===== config.mk =====
export PLATFORM = sky130hd
export DESIGN_NAME = wff_wake_filter
export DESIGN_NICKNAME = d
export VERILOG_FILES = /design/src/verilog/wff_pkg.sv /design/src/verilog/wff_crc_unit.sv /design/src/verilog/wff_wake_filter.sv
export SDC_FILE = /design/constraint.sdc
export NUM_CORES = 1
export LEC_CHECK = 0
export ABC_AREA = 1
export ABC_CLOCK_PERIOD_IN_PS = 2800
export BUFFER_PORTS_ARGS = -buffer_cell sky130_fd_sc_hd__buf_4
export CELL_PAD_IN_SITES_DETAIL_PLACEMENT = 1
export CELL_PAD_IN_SITES_GLOBAL_PLACEMENT = 1
export CORE_AREA = 2 2 302 304
export CTS_CLUSTER_SIZE = 12
export DETAILED_ROUTE_END_ITERATION = 12
export DIE_AREA = 0 0 304 306
export GPL_TIMING_DRIVEN = 0
export HOLD_SLACK_MARGIN = 0.05
export PLACE_DENSITY_LB_ADDON = 0.1
export SKIP_LAST_GASP = 1
export SYNTH_ARGS = -nofsm -noshare
export SYNTH_HDL_FRONTEND = slang
export SYNTH_SLANG_ARGS = --single-unit

===== constraint.sdc =====
create_clock -name ref_clk -period 2.8 [get_ports ref_clk]
set_input_delay 0.56 -clock ref_clk [delete_from_list [all_inputs] [get_ports ref_clk]]
set_output_delay 0.56 -clock ref_clk [all_outputs]
set_load 0.01 [all_outputs]

===== src/verilog/wff_pkg.sv =====
/*
 wff_pkg: constants for the wake-frame filter and power-event block.
 assumes: a plain register port with 6-bit word index addressing.
*/
package wff_pkg;
	// ----------------------------------------------------------------
	// register map (word indices)
	// ----------------------------------------------------------------
	localparam logic [5:0] ADDR_MASK0 = 6'h19; // byte mask filter 0, 1..3 follow
	localparam logic [5:0] ADDR_OFFSETS = 6'h1d; // wake_filter_offsets
	localparam logic [5:0] ADDR_CRC_LO = 6'h1e; // wake_filter_crc_low_pair
	localparam logic [5:0] ADDR_CRC_HI = 6'h1f; // wake_filter_crc_high_pair
	localparam logic [5:0] ADDR_PMCSR = 6'h20; // power_mgmt_ctrl_status
	localparam logic [5:0] ADDR_HOST_STAT = 6'h05; // host_status_reg
	localparam logic [5:0] ADDR_WAKE_ID_LO = 6'h21; // wake ident address bytes 3..0
	localparam logic [5:0] ADDR_WAKE_ID_HI = 6'h22; // wake ident address bytes 5..4
	// ----------------------------------------------------------------
	// field layout
	// ----------------------------------------------------------------
	localparam int NUM_FILTERS = 4;
	localparam int OFS_W = 7;
	localparam int FILT_STRIDE = 8; // offset + enable per filter
	localparam int EN_BIT = 7; // enable above the offset
	localparam int CRC_W = 16;
	localparam int WIN_BYTES = 32;
	localparam int PM_STATE_LSB = 0;
	localparam int PM_ENABLE_BIT = 8;
	localparam int PM_STATUS_BIT = 15;
	localparam int HOST_WAKE_BIT = 28;
	// ----------------------------------------------------------------
	// crc-16 settings, seed and order easy to change
	// ----------------------------------------------------------------
	localparam logic [15:0] CRC_POLY = 16'h8005; // x16+x15+x2+1
	localparam logic [15:0] CRC_POLY_REV = 16'ha001; // reflected form
	localparam logic [15:0] CRC_SEED = 16'hffff;
	localparam bit CRC_LSB_FIRST = 1'b1;
	localparam logic [31:0] RESET_WORD = 32'h0000_0000;
	localparam logic [1:0] PM_D0 = 2'h0;
	// power states
	typedef enum logic [1:0] {PS_D0, PS_D1, PS_D2, PS_D3} wff_pstate_t;
endpackage


===== src/verilog/wff_crc_unit.sv =====
/*
 wff_crc_unit: one pattern filter, crc-16 over masked bytes of a frame.
 assumes: bytes arrive one per cycle after a start marker in the cycle before the first.
*/
`timescale 1ns/1ns
module wff_crc_unit
	import wff_pkg::*;
(
	// clock and reset
	input wire logic ref_clk,
	input wire logic reset_n,
	// setup
	input wire logic [OFS_W-1:0] offset,
	input wire logic [31:0] byteMask,
	// byte stream
	input wire logic frameStart,
	input wire logic byteValid,
	input wire logic [7:0] byteData,
	// result
	output logic [CRC_W-1:0] crcOut
);
	// ----------------------------------------------------------------
	// one byte step of the crc, order chosen in the package
	// ----------------------------------------------------------------
	function automatic logic [15:0] crcByte(input logic [15:0] c, input logic [7:0] b);
		logic [15:0] r;
		r = c;
		for (int i = 0; i < 8; i++) begin
			if (CRC_LSB_FIRST) begin
				r = ((r[0] ^ b[i]) != 1'b0) ? ((r >> 1) ^ CRC_POLY_REV) : (r >> 1);
			end else begin
				r = ((r[15] ^ b[7-i]) != 1'b0) ? ((r << 1) ^ CRC_POLY) : (r << 1);
			end
		end
		return r;
	endfunction

	logic [7:0] pos_q, pos_d; // byte position in frame
	logic [15:0] crc_q, crc_d; // running remainder
	logic [7:0] rel; // position relative to offset

	// next state: count bytes, fold in masked ones inside the window
	always_comb begin
		rel = pos_q - {1'b0, offset};
		pos_d = pos_q;
		crc_d = crc_q;
		if (frameStart) begin
			pos_d = 8'h00;
			crc_d = CRC_SEED;
		end else if (byteValid) begin
			if (pos_q != 8'hff) begin
				pos_d = pos_q + 8'h01;
			end
			// window of 32 bytes, mask bit j selects offset+j
			if (pos_q >= {1'b0, offset} && rel < 8'(WIN_BYTES) && byteMask[rel[4:0]]) begin
				crc_d = crcByte(crc_q, byteData);
			end
		end
	end

	// registers
	always_ff @(posedge ref_clk or negedge reset_n) begin
		if (!reset_n) begin
			pos_q <= 8'h00;
			crc_q <= CRC_SEED;
		end else begin
			pos_q <= pos_d;
			crc_q <= crc_d;
		end
	end

	assign crcOut = crc_q;
endmodule


===== src/verilog/wff_wake_filter.sv =====
/*
 wff_wake_filter: four crc-16 pattern filters, power state register
 and wake event outputs of the network controller.
 assumes: register port strobes last one cycle; the receive path marks
 frame start, each byte, and frame end with address and crc-32 status.
*/
// Function
// - four 7-bit pattern offsets in one register
// - enable bit above each offset gates filter
// - crc register one holds filters 0 and 1
// - crc match of masked bytes means wake
// - crc register two holds filters 2 and 3
// - four power states, d0 to d3
// - power event context kept across power loss
// - magic, pattern and link change wake causes
// - wake address loaded from serial memory
// - receive path stays alive while asleep
// - wake sets power event status bit 15
// - wake sets host status bit 28
// - wake drives pci interrupt low
// - wake drives power event pin low
// - 32-byte window, mask bit per byte
// - crc polynomial x16+x15+x2+1
// - pattern wake needs sleep, enable, address, good crc
`timescale 1ns/1ns
module wff_wake_filter
	import wff_pkg::*;
#(
	parameter int NFILT = NUM_FILTERS
)(
	// clock and reset
	input wire logic ref_clk,
	input wire logic reset_n,
	// register port
	input wire logic [5:0] regAddr,
	input wire logic [31:0] regWdata,
	input wire logic regWr,
	input wire logic regRd,
	output logic [31:0] regRdata,
	// receive path
	input wire logic rxFrameStart,
	input wire logic rxByteValid,
	input wire logic [7:0] rxByteData,
	input wire logic rxFrameEnd,
	input wire logic rxAddrMatch,
	input wire logic rxCrc32Err,
	input wire logic magicDetect,
	input wire logic linkChange,
	// serial memory load of wake address
	input wire logic idLoadValid,
	input wire logic [47:0] idLoadData,
	// wake outputs
	output logic intA_n,
	output logic power_event_out_n,
	output logic rxAlive,
	output logic [47:0] wake_ident_address
);
	// ----------------------------------------------------------------
	// register state
	// ----------------------------------------------------------------
	logic [31:0] mask_q [NFILT]; // per-filter byte masks
	logic [31:0] mask_d [NFILT];
	logic [31:0] ofs_q, ofs_d; // offsets and enables
	logic [31:0] crcLo_q, crcLo_d; // expected crc filters 0,1
	logic [31:0] crcHi_q, crcHi_d; // expected crc filters 2,3
	logic [1:0] pstate_q, pstate_d; // power state field
	logic power_event_enable_q, power_event_enable_d; // power_event_enable
	logic pmStat_q, pmStat_d; // power event status
	logic wakeI_q, wakeI_d; // wakeup_intr_flag
	logic [47:0] wid_q, wid_d; // wake ident address
	logic [31:0] rd_q, rd_d; // read data
	logic intA_q, intA_d, pme_q, pme_d, alive_q, alive_d;
	logic [CRC_W-1:0] crcRes [NFILT]; // per-filter remainders
	logic [CRC_W-1:0] crcExp [NFILT]; // per-filter expected
	logic [NFILT-1:0] hit; // per-filter match
	logic asleep, patWake, wakeEv;

	// ----------------------------------------------------------------
	// filters
	// ----------------------------------------------------------------
	// expected remainders, low half for the even filter of each pair
	assign crcExp[0] = crcLo_q[0 +: CRC_W];
	assign crcExp[1] = crcLo_q[CRC_W +: CRC_W];
	assign crcExp[2] = crcHi_q[0 +: CRC_W];
	assign crcExp[3] = crcHi_q[CRC_W +: CRC_W];

	genvar g;
	generate
		for (g = 0; g < NFILT; g++) begin : gFilt
			// one crc engine per filter, offset from the packed register
			wff_crc_unit uCrc (
				.ref_clk(ref_clk),
				.reset_n(reset_n),
				.offset(ofs_q[g*FILT_STRIDE +: OFS_W]),
				.byteMask(mask_q[g]),
				.frameStart(rxFrameStart),
				.byteValid(rxByteValid),
				.byteData(rxByteData),
				.crcOut(crcRes[g])
			);
			// enabled filter with matching remainder
			assign hit[g] = ofs_q[g*FILT_STRIDE + EN_BIT] && (crcRes[g] == crcExp[g]);
		end
	endgenerate

	// not in d0 and power events enabled
	assign asleep = (pstate_q != PM_D0) && power_event_enable_q;
	// the frame end must trail the last byte by a cycle, or that byte
	// never reaches the remainders and a good frame is missed
	// pattern wake qualified at frame end
	assign patWake = rxFrameEnd && asleep && rxAddrMatch && !rxCrc32Err && (|hit);
	assign wakeEv = asleep && (patWake || magicDetect || linkChange);

	// ----------------------------------------------------------------
	// register next values
	// ----------------------------------------------------------------
	always_comb begin
		mask_d = mask_q;
		ofs_d = ofs_q;
		crcLo_d = crcLo_q;
		crcHi_d = crcHi_q;
		pstate_d = pstate_q;
		power_event_enable_d = power_event_enable_q;
		pmStat_d = pmStat_q;
		wakeI_d = wakeI_q;
		wid_d = wid_q;
		rd_d = RESET_WORD;
		// software writes
		if (regWr) begin
			for (int i = 0; i < NFILT; i++) begin
				if (regAddr == ADDR_MASK0 + 6'(i)) begin
					mask_d[i] = regWdata;
				end
			end
			unique case (regAddr)
				ADDR_OFFSETS: ofs_d = regWdata;
				ADDR_CRC_LO: crcLo_d = regWdata;
				ADDR_CRC_HI: crcHi_d = regWdata;
				ADDR_PMCSR: begin
					// enable and state written by software
					power_event_enable_d = regWdata[PM_ENABLE_BIT];
					pstate_d = regWdata[PM_STATE_LSB +: 2];
					if (regWdata[PM_STATUS_BIT]) begin
						pmStat_d = 1'b0; // write one clears
					end
				end
				ADDR_HOST_STAT: begin
					if (regWdata[HOST_WAKE_BIT]) begin
						wakeI_d = 1'b0; // write one clears
					end
				end
				default: ;
			endcase
		end
		// address from serial memory, no software needed
		if (idLoadValid) begin
			wid_d = idLoadData;
		end
		// set wins over clear
		if (wakeEv) begin
			pmStat_d = 1'b1;
			wakeI_d = 1'b1;
		end
		// software reads, data next cycle
		if (regRd) begin
			for (int i = 0; i < NFILT; i++) begin
				if (regAddr == ADDR_MASK0 + 6'(i)) begin
					rd_d = mask_q[i];
				end
			end
			unique case (regAddr)
				ADDR_OFFSETS: rd_d = ofs_q;
				ADDR_CRC_LO: rd_d = crcLo_q;
				ADDR_CRC_HI: rd_d = crcHi_q;
				ADDR_PMCSR: begin
					rd_d[PM_STATE_LSB +: 2] = pstate_q;
					rd_d[PM_ENABLE_BIT] = power_event_enable_q;
					rd_d[PM_STATUS_BIT] = pmStat_q;
				end
				ADDR_HOST_STAT: rd_d[HOST_WAKE_BIT] = wakeI_q;
				ADDR_WAKE_ID_LO: rd_d = wid_q[31:0];
				ADDR_WAKE_ID_HI: rd_d = {16'h0000, wid_q[47:32]};
				default: ;
			endcase
		end
		// output pins follow the flags
		intA_d = !wakeI_d;
		pme_d = !pmStat_d;
		alive_d = 1'b1; // receive path kept on in every state
	end

	// ----------------------------------------------------------------
	// registers; context lives on the auxiliary-supply reset
	// ----------------------------------------------------------------
	always_ff @(posedge ref_clk or negedge reset_n) begin
		if (!reset_n) begin
			for (int i = 0; i < NFILT; i++) begin
				mask_q[i] <= RESET_WORD;
			end
			ofs_q <= RESET_WORD;
			crcLo_q <= RESET_WORD;
			crcHi_q <= RESET_WORD;
			pstate_q <= PM_D0;
			power_event_enable_q <= 1'b0;
			pmStat_q <= 1'b0;
			wakeI_q <= 1'b0;
			wid_q <= 48'h0000_0000_0000;
			rd_q <= RESET_WORD;
			intA_q <= 1'b1;
			pme_q <= 1'b1;
			alive_q <= 1'b1;
		end else begin
			mask_q <= mask_d;
			ofs_q <= ofs_d;
			crcLo_q <= crcLo_d;
			crcHi_q <= crcHi_d;
			pstate_q <= pstate_d;
			power_event_enable_q <= power_event_enable_d;
			pmStat_q <= pmStat_d;
			wakeI_q <= wakeI_d;
			wid_q <= wid_d;
			rd_q <= rd_d;
			intA_q <= intA_d;
			pme_q <= pme_d;
			alive_q <= alive_d;
		end
	end

	assign regRdata = rd_q;
	assign intA_n = intA_q;
	assign power_event_out_n = pme_q;
	assign rxAlive = alive_q;
	assign wake_ident_address = wid_q;
endmodule


==> results of run 1 <==
[cell type report]
class / instances / share of cell area
diodes: 7 / 0.000611
plain buffers: 116 / 0.0248
clock buffers: 72 / 0.0529
clock inverters: 20 / 0.00711
inverters: 314 / 0.0421
multi-input cells: 1956 / 0.389
flip-flops and latches: 407 / 0.358
well taps: 1176 / 0.0513
repair buffers: 238 / 0.0743
[layout by cell type (no fill, tap or decap), types with 38 or more instances in the layout]
cell and instances:
o21ai_1 44, nand2_2 62, o21ai_0 310, xor2_1 38, clkbuf_1 61, o22ai_1 43
inv_1 274, nand3_2 43, clkbuf_16 53, xnor2_1 39, nand3_1 107, dfrtp_1 336
nand2_1 731, buf_4 216, nor2_1 97, a21oi_1 96, dfstp_2 66
[per-stage QoR]
step                utilization  total power, uW  setup WS (ns)  std cells  instance area (sq um)
CTS                       0.315            21800         -0.149       4292                  28200
global placement          0.280            13400          -3.46       4149                  25100
floorplan                     -            11100          0.424       2794                  22300
finish                    0.320            21900         -0.126       4306                  28700
global route              0.320            23100         -0.226       4299                  28700
detailed placement        0.281            13500         -0.813       4153                  25200
[power groups by stage]
stage	combinational, uW	clock [uW]	sequential [uW]
global placement	5620	0	7760
CTS	6960	7100	7700
detailed placement	5760	0	7770
finish	7270	6910	7710
floorplan	3710	0	7430
global route	7960	7330	7820
[cell families (layout without fill, tap and decap cells)]
kind of cell               after synthesis  after routing  synth area share
other                                    1              8          0.000168
adders and majority gates               36             36            0.0216
AOI/OAI and AO/OA                      652            652             0.168
DFF                                    407            407             0.461
buffers and inverters                  431            760            0.0828
xor gates and xnor gates                83             83            0.0343
and+or+nand+nor                       1184           1184             0.233
[repair_timing]
action,in CTS,in global routing
pin swaps,74,70
gates cloned,7,0
hold buffers,1,0
resized for setup,205,100
endpoints found under the hold margin,4,0
setup buffers,40,10
endpoints found under the setup margin,64,65
[worst max-delay path, delay by kind of cell, from the launching register on]
family / cells / cell delay [ns]
adder cells (fa/ha/maj): 2 / 0.76
buffers and inverters: 2 / 0.47
flip-flops: 1 / 0.44
AND/OR/NAND/NOR: 10 / 1.16
[routing by layer]
metal / GRT usage / wire (um)
met1: 0.301 / 47800
met2: 0.387 / 51000
met3: 0.0203 / 3810
met4: 0.0661 / 3240
met5: 0 / 0
[sequential cells by signal, indices dropped and copies added (netlist names), 2 cells and up]
signal	cells
crcLo_q	32
crcHi_q	32
mask_q	128
pstate_q	2
ofs_q	32
gFilt.uCrc.pos_q	32
regRdata	32
gFilt.uCrc.crcOut	64
wake_ident_address	48
[worst max path at each step]
stage	depth (start not counted)	end	from
6_report	14	gFilt[3].uCrc.crcOut[9]	ofs_q[24]
5_1_grt	14	gFilt[3].uCrc.crcOut[7]	ofs_q[24]
4_1_cts	16	gFilt[0].uCrc.crcOut[9]	ofs_q[0]
3_5_place_dp	15	gFilt[1].uCrc.crcOut[14]	ofs_q[8]
3_3_place_gp	1	mask_q[121]	reset_n
2_1_floorplan	18	gFilt[0].uCrc.crcOut[11]	gFilt[0].uCrc.pos_q[0]
==> metrics.md, run 1 <==
| Metric | Value |
|---|---|
| Post-synthesis cell type count | 71 |
| Clock share of power | 0.316 |
| Worst Hold End | wake_ident_address[35] |
| NetSw | just over 8000 uW |
| Slowest Stage Delay on Critical Path | roughly 0.58 ns |
| Post-synth EDFFs | 0 |
| Final nets | between 3000 and 4000 |
| Final worst slack | -0.126 ns |
| Initial antenna violation count | 4 |
| Most used cell, CP | nand3_2 |
| Hold Vio Cnt, Final | 0 |
| DR vias | 21000 |
| Commonest cells post-synth | 780 x nand2_1, 341 x dfrtp_1, 329 x o21ai_0 |
| Reg area | 10300 sq um |
| Min-delay src | idLoadData[35] |
| Post-synth top flop | dfrtp_1 |
| Post-Syn Area | roughly 22000 sq um |
| Die area | around 93000 sq um |
| Internal Dissipation | 13700 uW |
| #FFs+latches synth | between 400 and 500 |
| Die H | 306 um |
| Achievable Freq | approximately 340 MHz |
| DR pass1 iterations | 5 |
| Filler cell count | about 11000 |
| Drt total wl | 106 mm |
| Worst Skew | 0.0220 ns |
| Antenna viol nets, final | 0 |
| Switching Share | 0.375 |
| Ys async rst share | 1.00 |
| Die Wd | 304 um |
| Clock root cell | clkbuf_16 |
| CP startpoint kind | register |
| Starting density of the core | 0.249 |
| Clock sinks | approximately 410 |
| Most common cell in the netlist | nand2_1 |
| Drt initial violations | between 1000 and 1500 |
| Synthesized area per cell | 7.98 sq um |
| Area grow syn2layout | 28.7% |
| Setup CP Type | register to register |
| Later-pin clock latency in the skew report | a little over 0.6 ns |
| Clock slew at reported path FFs | 0.06 ns |
| Reg2Reg Depth | 14 |
| Vias per std cell | 4.88 |
| Critical path endpoint category | register |
| CTS tree | done |
| Worst Tran Pin Value | about 1.4 ns |
| First-pass GRT wire length | 154 mm |
| Tightest hold margin | 0.162 ns |
| Max-Cap Viols | 0 |
| R2r setup slk | -0.13 ns |
| RR Endpoint | gFilt[3].uCrc.crcOut[9] |
| Crit Path Max Fanout | 8 |
| Hpwl dp | ~84 mm |
| Row cnt | 110 |
| Final Setup Violations | 60 |
| Synthesized net count | 2936 |
| Setup TNS | -3.47 ns |
| Total congestion overflow | 0 |
| Io pins | roughly 190 |
| Worst VDD drop | ~0.00036 V |
| Post-Syn Instances | ~2800 |
| Vias in the first global route | ~22000 |
| Core region area | between 80000 and 90000 sq um |
| H-tree Lvls | 2 |
| Avg WL per Cell | approximately 25 um |
| Gpl congestion | 0.876 |
| Syn. warnings | 0 |
| Period utilisation layout | 1.05 |
| CP Data Arrival Time | between 3 and 4 ns |
| Relative slew margins | 0.0887 |
| Share of cells above drive strength 1 | 0.244 |
| Clk buf depth | 3 |
| Worst Path Required | roughly 3.3 ns |
| Footprint of the multi-input gates | between 10000 and 15000 sq um |
| Slew Viols, Final | 0 |
| Failing checks | negative setup slack |
| Total GRT Usage | 0.225 |
| Part of the power in combinational logic | 0.332 |
| Reg2Reg Launch Point | ofs_q[24] |
| RSZ-0062 raised after global routing | yes |
| Synth area leader | dfrtp_1 |
| CP max-delay cell | fa_2 |
| Power per cell area | 763 nW/um^2 |
| DR DRC count | 0 |
| Seq/Total Area, Yosys | 0.461 |
| WHS Path Cells | 3 |
| Pleak | ~0.013 uW |
| Tmin final | between 2 and 3 ns |
| Hold crit path type | input port to register |
| Largest net degree at the start of global routing | about 120 |
| Crit path cell chain | ha_4, fa_2, clkinvlp_4, buf_6, nand3_2, nand3_2, nand2_1, nand2_1, nand3_2, nand4_1, nor2_4, nand2_8, nor2_2, nor2_1 |
| Sequential share of power | 0.352 |
| Leading post-synthesis cells by cell area | dfrtp_1 38%, nand2_1 13%, dfstp_2 7.8%, o21ai_0 7.4%, inv_1 4.8% |
| Top-area cell type share of the netlist area | 0.383 |
| Port Buffer Count | ~180 |
| CTS buffer count | between 50 and 60 |
| Status | complete, but fails checks |
Power figures use the tool's default switching activity.
==> run 2: changes to the inputs <==
--- a/config.mk
+++ b/config.mk
@@ -6,14 +6,14 @@
 export NUM_CORES = 1
 export LEC_CHECK = 0
 export ABC_AREA = 1
-export ABC_CLOCK_PERIOD_IN_PS = 2800
+export ABC_CLOCK_PERIOD_IN_PS = 2600
 export BUFFER_PORTS_ARGS = -buffer_cell sky130_fd_sc_hd__buf_4
 export CELL_PAD_IN_SITES_DETAIL_PLACEMENT = 1
 export CELL_PAD_IN_SITES_GLOBAL_PLACEMENT = 1
-export CORE_AREA = 2 2 302 304
+export CORE_AREA = 3 3 303 305
 export CTS_CLUSTER_SIZE = 12
 export DETAILED_ROUTE_END_ITERATION = 12
-export DIE_AREA = 0 0 304 306
+export DIE_AREA = 0 0 306 308
 export GPL_TIMING_DRIVEN = 0
 export HOLD_SLACK_MARGIN = 0.05
 export PLACE_DENSITY_LB_ADDON = 0.1
==> constraint.sdc (replaced) <==
create_clock -name ref_clk -period 2.6 [get_ports ref_clk]
set_input_delay 0.52 -clock ref_clk [delete_from_list [all_inputs] [get_ports ref_clk]]
set_output_delay 0.52 -clock ref_clk [all_outputs]
set_load 0.01 [all_outputs]
==> metrics.md, run 2 (synthesized netlist as in run 1, its figures left out) <==
| Metric | Value |
|---|---|
| Status | complete, but fails checks |
| Failing checks | negative setup slack |
| Vias per std cell | between 4 and 5 |
| Tmin final | slightly below 3 ns |
| Clock slew at reported path FFs | ~0.060 ns |
| Total GRT Usage | 0.224 |
| R2r setup slk | -0.36 ns |
| Clk buf depth | 3 |
| Final nets | 3227 |
| Drt initial violations | roughly 1200 |
| H-tree Lvls | 2 |
| Commonest non-fill, non-tap cell in the layout | nand2_1 |
| Vias in the first global route | approximately 22000 |
| Critical Path End | gFilt[1].uCrc.crcOut[1] |
| Area grow syn2layout | 29.0% |
| DR DRC count | 0 |
| Hold crit path type | input port to register |
| RSZ-0062 raised after global routing | yes |
| Crit path cell chain | ha_4, fa_2, clkinv_4, buf_12, a21oi_2, o21ai_1, nand2_2, nand2_2, nand3_2, nand4_1, nand3_2, nor2_4, buf_12, clkinv_8, nand2_8, buf_16, nor2_4, nor2_2 |
| Source of the critical timing path | ofs_q[8] |
| Slowest Stage Delay on Critical Path | ~0.56 ns |
| Avg WL per Cell | between 20 and 25 um |
| Hold Vio Cnt, Final | 0 |
| CP max-delay cell | fa_2 |
| Antenna viol nets, final | 0 |
| Filler cell count | 10600 |
| Final worst slack | -0.359 ns |
| Max-Cap Viols | 0 |
| CP startpoint kind | register |
| Largest net degree at the start of global routing | 108 |
| RR Endpoint | gFilt[1].uCrc.crcOut[1] |
| Row cnt | 110 |
| Critical path endpoint category | register |
| Core region area | 89600 sq um |
| Starting density of the core | 0.249 |
| Most flop-heavy register | mask_q |
| Later-pin clock latency in the skew report | approximately 0.61 ns |
| DR pass1 iterations | 5 |
| Met1 WL | around 49 mm |
| Most frequent cells in the layout | 731 x nand2_1, 339 x dfrtp_1, 311 x o21ai_0, 275 x inv_1, 216 x buf_4 |
| Max reg flops | approximately 130 |
| Worst Path Buf+Inv | 5 |
| DR vias | 21200 |
| Final Setup Violations | between 70 and 80 |
| Pleak | 0.0130 uW |
| CP Data Arrival Time | between 3 and 4 ns |
| Period utilisation layout | 1.14 |
| Met3 wire length | around 3.7 mm |
| Initial antenna violation count | 4 |
| Setup CP Type | register to register |
| Achievable Freq | 338 MHz |
| Worst path depth | 18 |
| Die Wd | a little over 300 um |
| Drt total wl | ~110 mm |
| Routed wire length on met2 | roughly 52 mm |
| Power per cell area | ~830 nW/um^2 |
| Tot Pwr | about 24000 uW |
| Relative slew margins | 0.0672 |
| Io pins | ~190 |
| Gpl congestion | around 0.86 |
| Crit Path Max Fanout | 8 |
| CTS buffer count | between 50 and 60 |
| Worst Path Required | approximately 3.1 ns |
| CP delay by family, top | simple AND/OR/NAND/NOR gates |
| Share of cells above drive strength 1 | 0.244 |
| CTS tree | done |
| Die H | slightly above 300 um |
| Worst Tran Pin Value | roughly 1.4 ns |
| Tightest hold margin | about 0.13 ns |
| Port Buffer Count | about 180 |
| Clock sinks | just over 400 |
| Worst Skew | about 0.018 ns |
| Highest routed layer | met4 |
| Reg2Reg Depth | 18 |
| Clock root cell | clkbuf_16 |
| Reg2Reg Launch Point | ofs_q[8] |
| Slew Viols, Final | 0 |
| Total congestion overflow | 0 |
| Die area | 94200 sq um |
| Hpwl dp | roughly 85 mm |
| Setup TNS | -16.93 ns |
| Worst VDD drop | ~0.00043 V |
| First-pass GRT wire length | between 150 and 200 mm |
[run 2: changes by cell type in the layout (fill, tap and decap cells not counted), sizes merged, moves of 2 or more]
cell	before	now
clkbuf	127	121
clkinvlp	3	6
clkinv	18	23
inv	309	307
buf	298	296
diode	7	3
bufinv	4	9
[run 2: metrics by stage]
step	instance area (sq um)	setup slack (ns)	utilization	instances
after global placement	25100	-3.59	0.280	4149
after detailed placement	25200	-1.09	0.281	4153
after floorplan	22300	0.224	-	2794
after CTS	28200	-0.398	0.314	4292
final	28800	-0.359	0.321	4306
after global routing	28700	-0.462	0.321	4303
[run 2: power breakdown]
group / total [uW] / internal, uW / switching [uW]
logic: 7670 / 2870 / 4810
clock network: 8010 / 4880 / 3130
registers: 8290 / 7340 / 949
[run 2: layout make-up]
type	count	area, sq um	area share
repair buffers	237	2090	0.0726
diodes	3	7.51	0.000261
well taps	1176	1470	0.0512
flip-flops and latches	407	10300	0.357
plain buffers	116	711	0.0247
clock buffers	66	1470	0.0510
multi-input cells	1956	11100	0.386
clock inverters	31	407	0.0141
inverters	314	1230	0.0427
[run 2: how the worst min path moves through the flow]
stage | start | to | cells past startpoint
final | idLoadData[44] | wake_ident_address[44] | 3
after global routing | idLoadData[38] | wake_ident_address[38] | 3
after CTS | idLoadData[29] | wake_ident_address[29] | 3
after detailed placement | crcHi_q[9] | crcHi_q[9] | 2
after global placement | crcHi_q[9] | crcHi_q[9] | 2
after floorplan | reset_n | crcHi_q[0] | 0
[run 2: repair_timing]
| item | in CTS | in global routing |
|---|---|---|
| pin swaps | 56 | 53 |
| setup endpoints to repair | 68 | 67 |
| resized for setup | 185 | 124 |
| buffers inserted | 35 | 15 |
| hold buffers | 1 | 0 |
| hold endpoints to repair | 5 | 0 |
| gates cloned | 6 | 0 |
[run 2: worst reg2reg max path: cells and delay by family, from the launching register on]
kind	cells	cell delay, ns
simple gates	9	0.83
fa+ha+maj	2	0.74
buf+inv	5	0.68
flops	1	0.45
compound gates	2	0.18
[run 2: per-layer routing]
layer | track usage | up-vias
li1 | - | 9827
met1 | 0.303 | 10800
met2 | 0.388 | 410
met3 | 0.0214 | 114
met4 | 0.0501 | 0
met5 | 0 | -
